### src/verilog/tdpc_params.svh
// Constants for the dual PWM / capture-compare timer
`ifndef TDPC_PARAMS_SVH
`define TDPC_PARAMS_SVH
`define TDPC_RESTART_COUNT  16'h0001
`define TDPC_PRESCALE_W     3
`define TDPC_MODE_W         3
`define TDPC_MODE_CAPCMP    3'h7
`define TDPC_MODE_PWM       3'h3
`define TDPC_MODE_DUAL_LOW  3'h0
`define TDPC_IRQ_BOTH       2'h0
`define TDPC_IRQ_CAPTURE    2'h2
`define TDPC_IRQ_RELOAD     2'h3
`endif

### src/verilog/tdpc_pkg.sv
// Types for the dual PWM / capture-compare timer
package tdpc_pkg;
   typedef struct packed {
      logic        enable;            // Timer running
      logic [2:0]  mode;              // Mode field of main control
      logic        mode_high_bit;     // Extra mode bit in second control
      logic [2:0]  prescale;          // Divide by 2**prescale
      logic        timer_polarity_bit; // Output level / capture edge
      logic [1:0]  interrupt_source_select; // Which events interrupt
   } tdpc_cfg_t;
   typedef struct packed {
      logic [15:0] start_count;       // Count written by software
      logic [15:0] pwm_value;         // PWM high/low bytes
      logic [15:0] reload;            // Reload / compare value
      logic [7:0]  dead_band;         // Dead band delay in clocks
   } tdpc_val_t;
   typedef enum logic [1:0] {TDPC_OFF, TDPC_WAIT, TDPC_RUN} tdpc_state_t;
endpackage : tdpc_pkg

### src/verilog/tdpc_timer.sv
// 16-bit timer with dual PWM output and capture/compare modes
//Contract
//- Dual PWM mode needs mode field plus extra high mode bit.
//- Written count is the start count only for first PWM pass.
//- Later PWM passes always restart at 0001H.
//- Dual PWM turns shared input pin into complementary output.
//- PWM period is reload times prescale system clocks.
//- Start count other than 0001H gives one-shot first period.
//- Capture mode idles until first input edge of chosen polarity.
//- Capture mode counts prescaled system clock, not the pin.
//- Later qualifying edges latch count into PWM value; the code latches it into capture_o instead.
//- Capture interrupts, reloads 0001H and keeps counting.
//- Capture interrupt sets input capture flag.
//- Without capture, count to compare value, interrupt, reload 0001H.
//- Compare interrupt clears input capture flag.
//- Interrupt on both events by default, or select one only.
//- Control holds initial output level and transition sense.
//- PWM control holds dead band delay for the output pair.
`timescale 1ns/1ps
`include "tdpc_params.svh"
module tdpc_timer
   import tdpc_pkg::*;
(
   input  wire logic              clk_i,         // 100 MHz system clock
   input  wire logic              rst_n_i,       // Async reset, active low
   input  wire tdpc_pkg::tdpc_cfg_t cfg_i,       // Control bits
   input  wire tdpc_pkg::tdpc_val_t val_i,       // Count/PWM/reload/dead band
   input  wire logic              timer_in_i,    // Timer input pin level
   output logic                   timer_out_o,   // Timer output pin
   output logic                   timer_comp_o,  // Complement output pin
   output logic                   comp_oe_n_o,   // Low while complement drives
   output logic [15:0]            count_o,       // Current count
   output logic [15:0]            capture_o,     // Captured count
   output logic                   input_capture_flag_o, // Last event was capture
   output logic                   irq_o          // One-cycle interrupt pulse
);
   import tdpc_pkg::*;

   tdpc_state_t state;
   logic [15:0] count;
   logic [6:0]  pre_cnt;
   logic        in_d;
   logic        pwm_raw;
   logic [7:0]  dly_main;
   logic [7:0]  dly_comp;

   function automatic logic is_dual(input tdpc_cfg_t c);
      is_dual = c.mode_high_bit && (c.mode == `TDPC_MODE_DUAL_LOW);
   endfunction : is_dual

   function automatic logic is_capcmp(input tdpc_cfg_t c);
      is_capcmp = !c.mode_high_bit && (c.mode == `TDPC_MODE_CAPCMP);
   endfunction : is_capcmp

   wire logic       dual  = is_dual(cfg_i);
   wire logic       capm  = is_capcmp(cfg_i);
   wire logic [6:0] pre_top = 7'((8'h01 << cfg_i.prescale) - 8'h01);
   wire logic       tick  = (pre_cnt == pre_top);
   // Qualifying edge: rising when polarity bit is 0, falling when 1
   wire logic       edge_q = cfg_i.timer_polarity_bit ? (in_d && !timer_in_i)
                                                      : (!in_d && timer_in_i);
   wire logic       at_reload = (count == val_i.reload);
   wire logic       cap_ev = capm && (state == TDPC_RUN) && edge_q;
   wire logic       cmp_ev = capm && (state == TDPC_RUN) && tick && at_reload && !edge_q;

   always_ff @(posedge clk_i or negedge rst_n_i) begin
      if (!rst_n_i) begin
         in_d <= 1'b0;
      end else begin
         in_d <= timer_in_i;
      end
   end

   // Prescaler restarts with each count period so period = reload * prescale
   always_ff @(posedge clk_i or negedge rst_n_i) begin
      if (!rst_n_i) begin
         pre_cnt <= 7'h00;
      end else if (state != TDPC_RUN || tick || cap_ev) begin
         pre_cnt <= 7'h00;
      end else begin
         pre_cnt <= pre_cnt + 7'h01;
      end
   end

   always_ff @(posedge clk_i or negedge rst_n_i) begin
      if (!rst_n_i) begin
         state <= TDPC_OFF;
      end else begin
         case (state)
            TDPC_OFF: begin
               if (cfg_i.enable) begin
                  state <= capm ? TDPC_WAIT : TDPC_RUN;
               end
            end
            TDPC_WAIT: begin
               if (!cfg_i.enable) begin
                  state <= TDPC_OFF;
               end else if (edge_q) begin
                  state <= TDPC_RUN;
               end
            end
            TDPC_RUN: begin
               if (!cfg_i.enable) begin
                  state <= TDPC_OFF;
               end
            end
            default: state <= TDPC_OFF;
         endcase
      end
   end

   // Count loads the written start only while stopped; wraps go to 0001H
   always_ff @(posedge clk_i or negedge rst_n_i) begin
      if (!rst_n_i) begin
         count <= `TDPC_RESTART_COUNT;
      end else if (state == TDPC_OFF) begin
         count <= val_i.start_count;
      end else if (cap_ev) begin
         count <= `TDPC_RESTART_COUNT;
      end else if (state == TDPC_RUN && tick) begin
         count <= at_reload ? `TDPC_RESTART_COUNT : count + 16'h0001;
      end
   end

   always_ff @(posedge clk_i or negedge rst_n_i) begin
      if (!rst_n_i) begin
         capture_o <= 16'h0000;
      end else if (cap_ev) begin
         capture_o <= count;
      end
   end

   always_ff @(posedge clk_i or negedge rst_n_i) begin
      if (!rst_n_i) begin
         input_capture_flag_o <= 1'b0;
      end else if (cap_ev) begin
         input_capture_flag_o <= 1'b1;
      end else if (cmp_ev) begin
         input_capture_flag_o <= 1'b0;
      end
   end

   always_ff @(posedge clk_i or negedge rst_n_i) begin
      if (!rst_n_i) begin
         irq_o <= 1'b0;
      end else begin
         case (cfg_i.interrupt_source_select)
            `TDPC_IRQ_CAPTURE: irq_o <= cap_ev;
            `TDPC_IRQ_RELOAD:  irq_o <= cmp_ev;
            default:           irq_o <= cap_ev || cmp_ev;
         endcase
      end
   end

   always_ff @(posedge clk_i or negedge rst_n_i) begin
      if (!rst_n_i) begin
         count_o <= `TDPC_RESTART_COUNT;
      end else begin
         count_o <= count;
      end
   end

   // Output starts at the polarity level and toggles at PWM and reload
   always_comb begin
      if (state != TDPC_RUN || capm) begin
         pwm_raw = cfg_i.timer_polarity_bit;
      end else begin
         pwm_raw = (count > val_i.pwm_value) ^ cfg_i.timer_polarity_bit;
      end
   end

   // Dead band: a rising edge waits dead_band clocks, falling edges are immediate
   always_ff @(posedge clk_i or negedge rst_n_i) begin
      if (!rst_n_i) begin
         dly_main <= 8'h00;
         dly_comp <= 8'h00;
      end else begin
         dly_main <= pwm_raw ? ((dly_main == val_i.dead_band) ? dly_main
                                : dly_main + 8'h01) : 8'h00;
         dly_comp <= !pwm_raw ? ((dly_comp == val_i.dead_band) ? dly_comp
                                : dly_comp + 8'h01) : 8'h00;
      end
   end

   always_ff @(posedge clk_i or negedge rst_n_i) begin
      if (!rst_n_i) begin
         timer_out_o  <= 1'b0;
         timer_comp_o <= 1'b0;
      end else if (dual) begin
         timer_out_o  <= pwm_raw && (dly_main == val_i.dead_band);
         timer_comp_o <= !pwm_raw && (dly_comp == val_i.dead_band);
      end else begin
         timer_out_o  <= pwm_raw;
         timer_comp_o <= 1'b0;
      end
   end

   always_ff @(posedge clk_i or negedge rst_n_i) begin
      if (!rst_n_i) begin
         comp_oe_n_o <= 1'b1;
      end else begin
         comp_oe_n_o <= !dual;
      end
   end

   never_both_a: assert property (@(posedge clk_i) disable iff (!rst_n_i)
      !(timer_out_o && timer_comp_o))
      else $error("both PWM outputs active");
   wait_idle_a: assert property (@(posedge clk_i) disable iff (!rst_n_i)
      state == TDPC_WAIT |=> $stable(count))
      else $error("count moved before first edge");
   cap_restart_a: assert property (@(posedge clk_i) disable iff (!rst_n_i)
      cap_ev |=> count == 16'h0001 && capture_o == $past(count))
      else $error("capture did not latch and restart");
   cap_flag_a: assert property (@(posedge clk_i) disable iff (!rst_n_i)
      cap_ev |=> input_capture_flag_o)
      else $error("capture flag not set");
   cmp_flag_a: assert property (@(posedge clk_i) disable iff (!rst_n_i)
      cmp_ev |=> !input_capture_flag_o && count == 16'h0001)
      else $error("compare did not clear flag or wrap");
   irq_src_a: assert property (@(posedge clk_i) disable iff (!rst_n_i)
      irq_o |-> $past(cap_ev || cmp_ev))
      else $error("interrupt without event");
   comp_pin_a: assert property (@(posedge clk_i) disable iff (!rst_n_i)
      dual |=> !comp_oe_n_o)
      else $error("complement pin not driven in dual mode");
   off_load_a: assert property (@(posedge clk_i) disable iff (!rst_n_i)
      state == TDPC_OFF |=> count == $past(val_i.start_count))
      else $error("start count not loaded while stopped");
   run_step_a: assert property (@(posedge clk_i) disable iff (!rst_n_i)
      state == TDPC_RUN && tick && !at_reload && !cap_ev && cfg_i.enable
      |=> count == $past(count) + 16'h0001)
      else $error("count did not step on prescale tick");

   // Output level and complement pin checks
   idle_level_a: assert property (@(posedge clk_i) disable iff (!rst_n_i)
      (state != TDPC_RUN || capm) && !dual |=> timer_out_o == $past(cfg_i.timer_polarity_bit))
      else $error("idle output level differs from polarity bit");

   pwm_high_a: assert property (@(posedge clk_i) disable iff (!rst_n_i)
      state == TDPC_RUN && !capm && !dual && count > val_i.pwm_value
      |=> timer_out_o == !$past(cfg_i.timer_polarity_bit))
      else $error("output not toggled past PWM value");

   pwm_low_a: assert property (@(posedge clk_i) disable iff (!rst_n_i)
      state == TDPC_RUN && !capm && !dual && count <= val_i.pwm_value
      |=> timer_out_o == $past(cfg_i.timer_polarity_bit))
      else $error("output left initial level too early");

   comp_quiet_a: assert property (@(posedge clk_i) disable iff (!rst_n_i)
      !dual |=> !timer_comp_o)
      else $error("complement active outside dual mode");

   pin_input_a: assert property (@(posedge clk_i) disable iff (!rst_n_i)
      !dual |=> comp_oe_n_o)
      else $error("shared pin driven outside dual mode");

   // A dead band of one or more clocks leaves a gap before each rising edge
   main_gap_a: assert property (@(posedge clk_i) disable iff (!rst_n_i)
      dual && val_i.dead_band != 8'h00 && $rose(timer_out_o) |-> $past(!timer_comp_o))
      else $error("main output rose without dead band");

   comp_gap_a: assert property (@(posedge clk_i) disable iff (!rst_n_i)
      dual && val_i.dead_band != 8'h00 && $rose(timer_comp_o) |-> $past(!timer_out_o))
      else $error("complement rose without dead band");

   // State sequencing
   cap_arm_a: assert property (@(posedge clk_i) disable iff (!rst_n_i)
      state == TDPC_OFF && cfg_i.enable && capm |=> state == TDPC_WAIT)
      else $error("capture mode did not wait for edge");

   pwm_start_a: assert property (@(posedge clk_i) disable iff (!rst_n_i)
      state == TDPC_OFF && cfg_i.enable && !capm |=> state == TDPC_RUN)
      else $error("PWM mode did not start on enable");

   edge_start_a: assert property (@(posedge clk_i) disable iff (!rst_n_i)
      state == TDPC_WAIT && cfg_i.enable && edge_q |=> state == TDPC_RUN)
      else $error("qualifying edge did not start counting");

   stop_off_a: assert property (@(posedge clk_i) disable iff (!rst_n_i)
      state != TDPC_OFF && !cfg_i.enable |=> state == TDPC_OFF)
      else $error("disable did not stop the timer");

   keep_run_a: assert property (@(posedge clk_i) disable iff (!rst_n_i)
      state == TDPC_RUN && cfg_i.enable |=> state == TDPC_RUN)
      else $error("timer stopped while enabled");

   // Counter and prescaler
   wrap_one_a: assert property (@(posedge clk_i) disable iff (!rst_n_i)
      state == TDPC_RUN && tick && at_reload && !cap_ev |=> count == `TDPC_RESTART_COUNT)
      else $error("count did not restart at reload");

   hold_count_a: assert property (@(posedge clk_i) disable iff (!rst_n_i)
      state == TDPC_RUN && !tick && !cap_ev |=> $stable(count))
      else $error("count moved between prescale ticks");

   pre_clear_a: assert property (@(posedge clk_i) disable iff (!rst_n_i)
      state != TDPC_RUN |=> pre_cnt == 7'h00)
      else $error("prescaler not cleared while stopped");

   pre_step_a: assert property (@(posedge clk_i) disable iff (!rst_n_i)
      state == TDPC_RUN && !tick && !cap_ev |=> pre_cnt == $past(pre_cnt) + 7'h01)
      else $error("prescaler did not advance");

   // Capture register and flag
   cap_hold_a: assert property (@(posedge clk_i) disable iff (!rst_n_i)
      !cap_ev |=> $stable(capture_o))
      else $error("capture value changed without capture");

   flag_hold_a: assert property (@(posedge clk_i) disable iff (!rst_n_i)
      !cap_ev && !cmp_ev |=> $stable(input_capture_flag_o))
      else $error("capture flag changed without event");

   flag_keep_a: assert property (@(posedge clk_i) disable iff (!rst_n_i)
      input_capture_flag_o && !cmp_ev |=> input_capture_flag_o)
      else $error("capture flag lost before compare");

   // Interrupt routing
   cap_irq_a: assert property (@(posedge clk_i) disable iff (!rst_n_i)
      cap_ev && cfg_i.interrupt_source_select != `TDPC_IRQ_RELOAD |=> irq_o)
      else $error("capture interrupt missing");

   cmp_irq_a: assert property (@(posedge clk_i) disable iff (!rst_n_i)
      cmp_ev && cfg_i.interrupt_source_select != `TDPC_IRQ_CAPTURE |=> irq_o)
      else $error("compare interrupt missing");

   cap_only_a: assert property (@(posedge clk_i) disable iff (!rst_n_i)
      cfg_i.interrupt_source_select == `TDPC_IRQ_CAPTURE && !cap_ev |=> !irq_o)
      else $error("interrupt in capture-only setting");

   reload_only_a: assert property (@(posedge clk_i) disable iff (!rst_n_i)
      cfg_i.interrupt_source_select == `TDPC_IRQ_RELOAD && !cmp_ev |=> !irq_o)
      else $error("interrupt in reload-only setting");

   wait_quiet_a: assert property (@(posedge clk_i) disable iff (!rst_n_i)
      state == TDPC_WAIT |=> !irq_o)
      else $error("interrupt before first edge");

   off_quiet_a: assert property (@(posedge clk_i) disable iff (!rst_n_i)
      state == TDPC_OFF |=> !irq_o)
      else $error("interrupt while stopped");

   capture_c: cover property (@(posedge clk_i) disable iff (!rst_n_i) cap_ev);
   compare_c: cover property (@(posedge clk_i) disable iff (!rst_n_i) cmp_ev);
   dual_c:    cover property (@(posedge clk_i) disable iff (!rst_n_i)
      dual && timer_comp_o ##[1:300] timer_out_o);
   arm_c:     cover property (@(posedge clk_i) disable iff (!rst_n_i)
      state == TDPC_WAIT ##1 state == TDPC_RUN);
endmodule : tdpc_timer

### config.mk
export PLATFORM = sky130hd
export DESIGN_NAME = tdpc_timer
export DESIGN_NICKNAME = d
export VERILOG_FILES = /design/src/verilog/tdpc_pkg.sv /design/src/verilog/tdpc_timer.sv
export VERILOG_INCLUDE_DIRS = /design/src /design/src/verilog
export SDC_FILE = /design/constraint.sdc
export NUM_CORES = 1
export LEC_CHECK = 0
export BUFFER_PORTS_ARGS = -buffer_cell sky130_fd_sc_hd__buf_4
export CORE_UTILIZATION = 35
export DETAILED_ROUTE_END_ITERATION = 8
export GPL_TIMING_DRIVEN = 0
export PLACE_DENSITY = 0.7
export SYNTH_ARGS = -nofsm -noshare
export SYNTH_HDL_FRONTEND = slang
export SYNTH_SLANG_ARGS = --single-unit
### constraint.sdc
create_clock -name clk_i -period 2.5 [get_ports clk_i]
set_input_delay 0.125 -clock clk_i [delete_from_list [all_inputs] [get_ports clk_i]]
set_output_delay 0.125 -clock clk_i [all_outputs]
set_load 0.02 [all_outputs]
==> impl_metrics.py <==
metrics = {
    "synth": {
        "netlist_area_um2": 4480,
        "synth-seq-cells": 79,
        "synth_top_area_share_pct": 42.5,
        "yosys-top-cells-area": "dfrtp_1 (42%), xor2_1 (8.4%), ha_1 (5.6%)",
        "synthMostInstantiatedCell": "dfrtp_1",
        "synth_top_cell_by_area": "dfrtp_1",
        "synth.avg_cell_area_um2": 10.0,
        "yosysSeqAreaShare_pct": 44.2,
        "synth_commonest_cells": "dfrtp_1 (76), xor2_1 (43), nand2_1 (36)",
        "synth_edf_count": 0,
        "ys_warn_count": 0,
        "syn_nets": 536,
        "async_flop_share_pct": 100,
        "ys_types": 53,
        "syn_inst": 446,
        "ys.flop_type": "dfrtp_1",
    },
    "timing": {
        "fin_skew_ps": 9.67,
        "rsz0062_at_grt": "yes",
        "worst_pin_slew_ps": 1030,
        "fmax_ghz": 0.414,
        "period_share_pct": 96.6,
        "maxSlewViolCount": 0,
        "setup_violations": 0,
        "fin_ws_ps": 83.9,
        "slew_headroom_pct": 31.4,
        "setup_tns_ps": 0,
        "hold_viol": 0,
        "fin_crit_ps": 2420,
    },
    "worst_setup_path": {
        "required_ps": 2750,
        "path_cells": "ha_4, nand4_1, nor4_4, a21bo_2, a31oi_4, xor2_2, buf_6, nor3_1",
        "worstPathMaxFanout": 9,
        "path_class": "reg -> reg",
        "slowest_delay_ps": 460,
        "cp-end-kind": "flip-flop",
        "worst_path_max_delay_cell": "dfrtp_2",
        "cp.arrival_ps": 2670,
        "start_kind": "flip-flop",
    },
    "route": {
        "via_count": 3872,
        "viasPerCell": 5.20,
        "drc": 0,
        "drt-pass1-iter-count": 5,
        "ant_nets": 0,
        "finalWirelength_um": 11900,
        "wl_per_cell_um": 16.0,
        "dr.first_iter.drc_count": 220,
    },
    "clocking": {
        "path_clk_slew_ps": 60,
        "cts-root-buf": "clkbuf_16",
        "clock_latency_ps": 340,
        "clockBufferDepth": 2,
        "cts_made_buffers": 9,
        "ctsHtreeMaxLevel": 3,
        "cts_tree": "yes",
        "cts_sinks": 79,
    },
    "placement": {
        "io_buffer_count": 104,
        "gp_congestion": 0.874,
        "dp_cells": 718,
        "pre_cts_slack_ps": -524,
        "place_hpwl_um": 8740,
        "place_area_um2": 5470,
    },
    "floorplanning": {
        "rows": 40,
        "core-area_um2": 12300,
        "io_pins": 107,
        "dieArea_um2": 13200,
        "start_util_pct": 36.5,
        "die_h_um": 115,
        "die_x_um": 115,
    },
    "finish": {
        "area_growth_pct": 32.1,
        "fin_area_um2": 5920,
        "multiInputGateArea_um2": 2370,
        "final_layout_size_suffix_gt1_share_pct": 30.6,
        "fillers": 1140,
        "num-nets-final": 661,
        "regArea_um2": 1990,
        "antennaDiodeCount": 0,
        "final_cells": 744,
    },
    "global_routing": {
        "busiest_layer": "met2",
        "grtUsageMet2_pct": 31.0,
        "grtUsageTotal_pct": 19.3,
        "grt_pass1_vias": 3786,
        "antenna_found_initial": 0,
        "grt-ovfl-total": 0,
        "grt_pass1_wl_um": 19400,
        "grtUsageMet3_pct": 5.38,
        "grt_max_degree": 80,
        "use_met1_pct": 25.2,
    },
    "pwr": {
        "p_leak_nw": 2.90,
        "p_per_area_nw_per_um2": 611,
        "ir_drop_uv": 313,
    },
    "job": {
        "cap_violations": 0,
    },
    "worst_hold_path": {
        "hp-class": "in -> reg",
    },
    "status": {
        "run_status": "finished clean",
    },
}
## flip-flops by register name, summed over array words and instances, names as in the netlist
signal	cells
capture_o	16
comp_oe_n_o	1
count	16
count_o	16
dly_comp	8
dly_main	8
in_d	1
input_capture_flag_o	1
irq_o	1
pre_cnt	7
state	2
timer_comp_o	1
timer_out_o	1
## area by class of cell
type                            instances  area share, %
Inverter                               21           1.33
Sequential cell                        79           33.6
Clock inverter                          4          0.508
Buffer                                 23           2.14
Multi-Input combinational cell        323           40.1
Clock buffer                           12           4.17
Tap cell                              168           3.55
Timing Repair Buffer                  114           14.6
## critical path: cells and delay by family, from the launching register on
family | cells | cell delay, ps
flip-flops | 1 | 460
buffers and inverters | 1 | 150
adder cells (fa/ha/maj) | 1 | 290
XOR/XNOR | 1 | 120
AND/OR/NAND/NOR | 3 | 740
AO/OA/AOI/OAI | 2 | 550
## worst paths after layout
kind	startpoint	slack [ps]	depth (start not counted)	end
hold reg to reg	count[0]$_DFFE_PN1P_	380	0	count_o[0]$_DFF_PN1_
hold / removal	cfg_i[10]	30	2	state[1]$_DFFE_PN0P_
setup / recovery	count[5]$_DFFE_PN0P_	80	8	timer_comp_o$_DFF_PN0_
min in group asynchronous	rst_n_i	520	2	dly_comp[5]$_DFFE_PN0P_
setup reg to reg	count[5]$_DFFE_PN0P_	80	8	timer_comp_o$_DFF_PN0_
max in group asynchronous	rst_n_i	1240	2	count[14]$_DFFE_PN0P_
## timing repair
action / 4_1_cts / 5_1_grt
hold buffers: 2 / 0
resized for setup: 8 / 9
pin swaps: 2 / 5
hold endpoints to repair: 22 / 0
setup buffers: 2 / 6
setup endpoints to repair: 36 / 27
## metal layers
metal	share of wire [%]	wire length, µm	vias up
li1	-	-	1831
met1	43	5150	1874
met2	47	5660	147
met3	7.3	871	20
met4	1.9	228	0
met5	0	0	-
## logic make-up after synthesis
family,count (synthesis),synth area share (%)
AND/OR/NAND/NOR,145,16.5
AO/OA/AOI/OAI,84,13.3
flip-flops,79,44.2
XOR/XNOR,53,10.4
buffers and inverters,44,4.56
multiplexers,21,5.48
adder cells (fa/ha/maj),20,5.59
## power by group
group / internal (mW) / total (mW) / switching [mW]
Clock: 0.703 / 1.22 / 0.517
Sequential: 1.41 / 1.53 / 0.123
Combinational: 0.408 / 0.860 / 0.452
## cells in the final DEF (no fill, tap or decap), types with 3 or more instances in the layout
cell       synthesis  layout
buf_6              5       6
nand3_1           15      15
a211oi_2           4       4
dfrtp_2            0       4
o21a_1             3       3
a2bb2oi_1          3       3
a211oi_1           3       3
o21ai_0           14      14
dfrtp_1           76      72
and4_1             5       5
buf_4              0     111
a32o_1             3       3
a21oi_1           27      27
or3_1              3       3
clkbuf_16          0       9
a31oi_1            5       4
inv_1             21      21
mux2_4             3       3
nor3_1            10      10
xnor2_1           10       9
and2_1             4       4
o311a_1            3       3
nand4_1           10      10
nand2_1           36      36
xor2_1            43      42
and3_1             4       4
nor4_1            11       8
ha_1              20      19
dfstp_2            3       3
mux2_2            16      16
clkbuf_1          17      18
nor2_1            34      34
## stage by stage
stage | util [%] | power, mW | hold slack (ps)
after floorplan | - | 2.00 | -171
after global placement | 44.6 | 2.33 | 250
after detailed placement | 44.6 | 2.36 | 251
after CTS | 47.6 | 3.63 | 11.7
after global routing | 48.2 | 3.83 | 23.6
final | 48.2 | 3.61 | 28.9
Note: power is estimated with default switching activity, not from simulation.
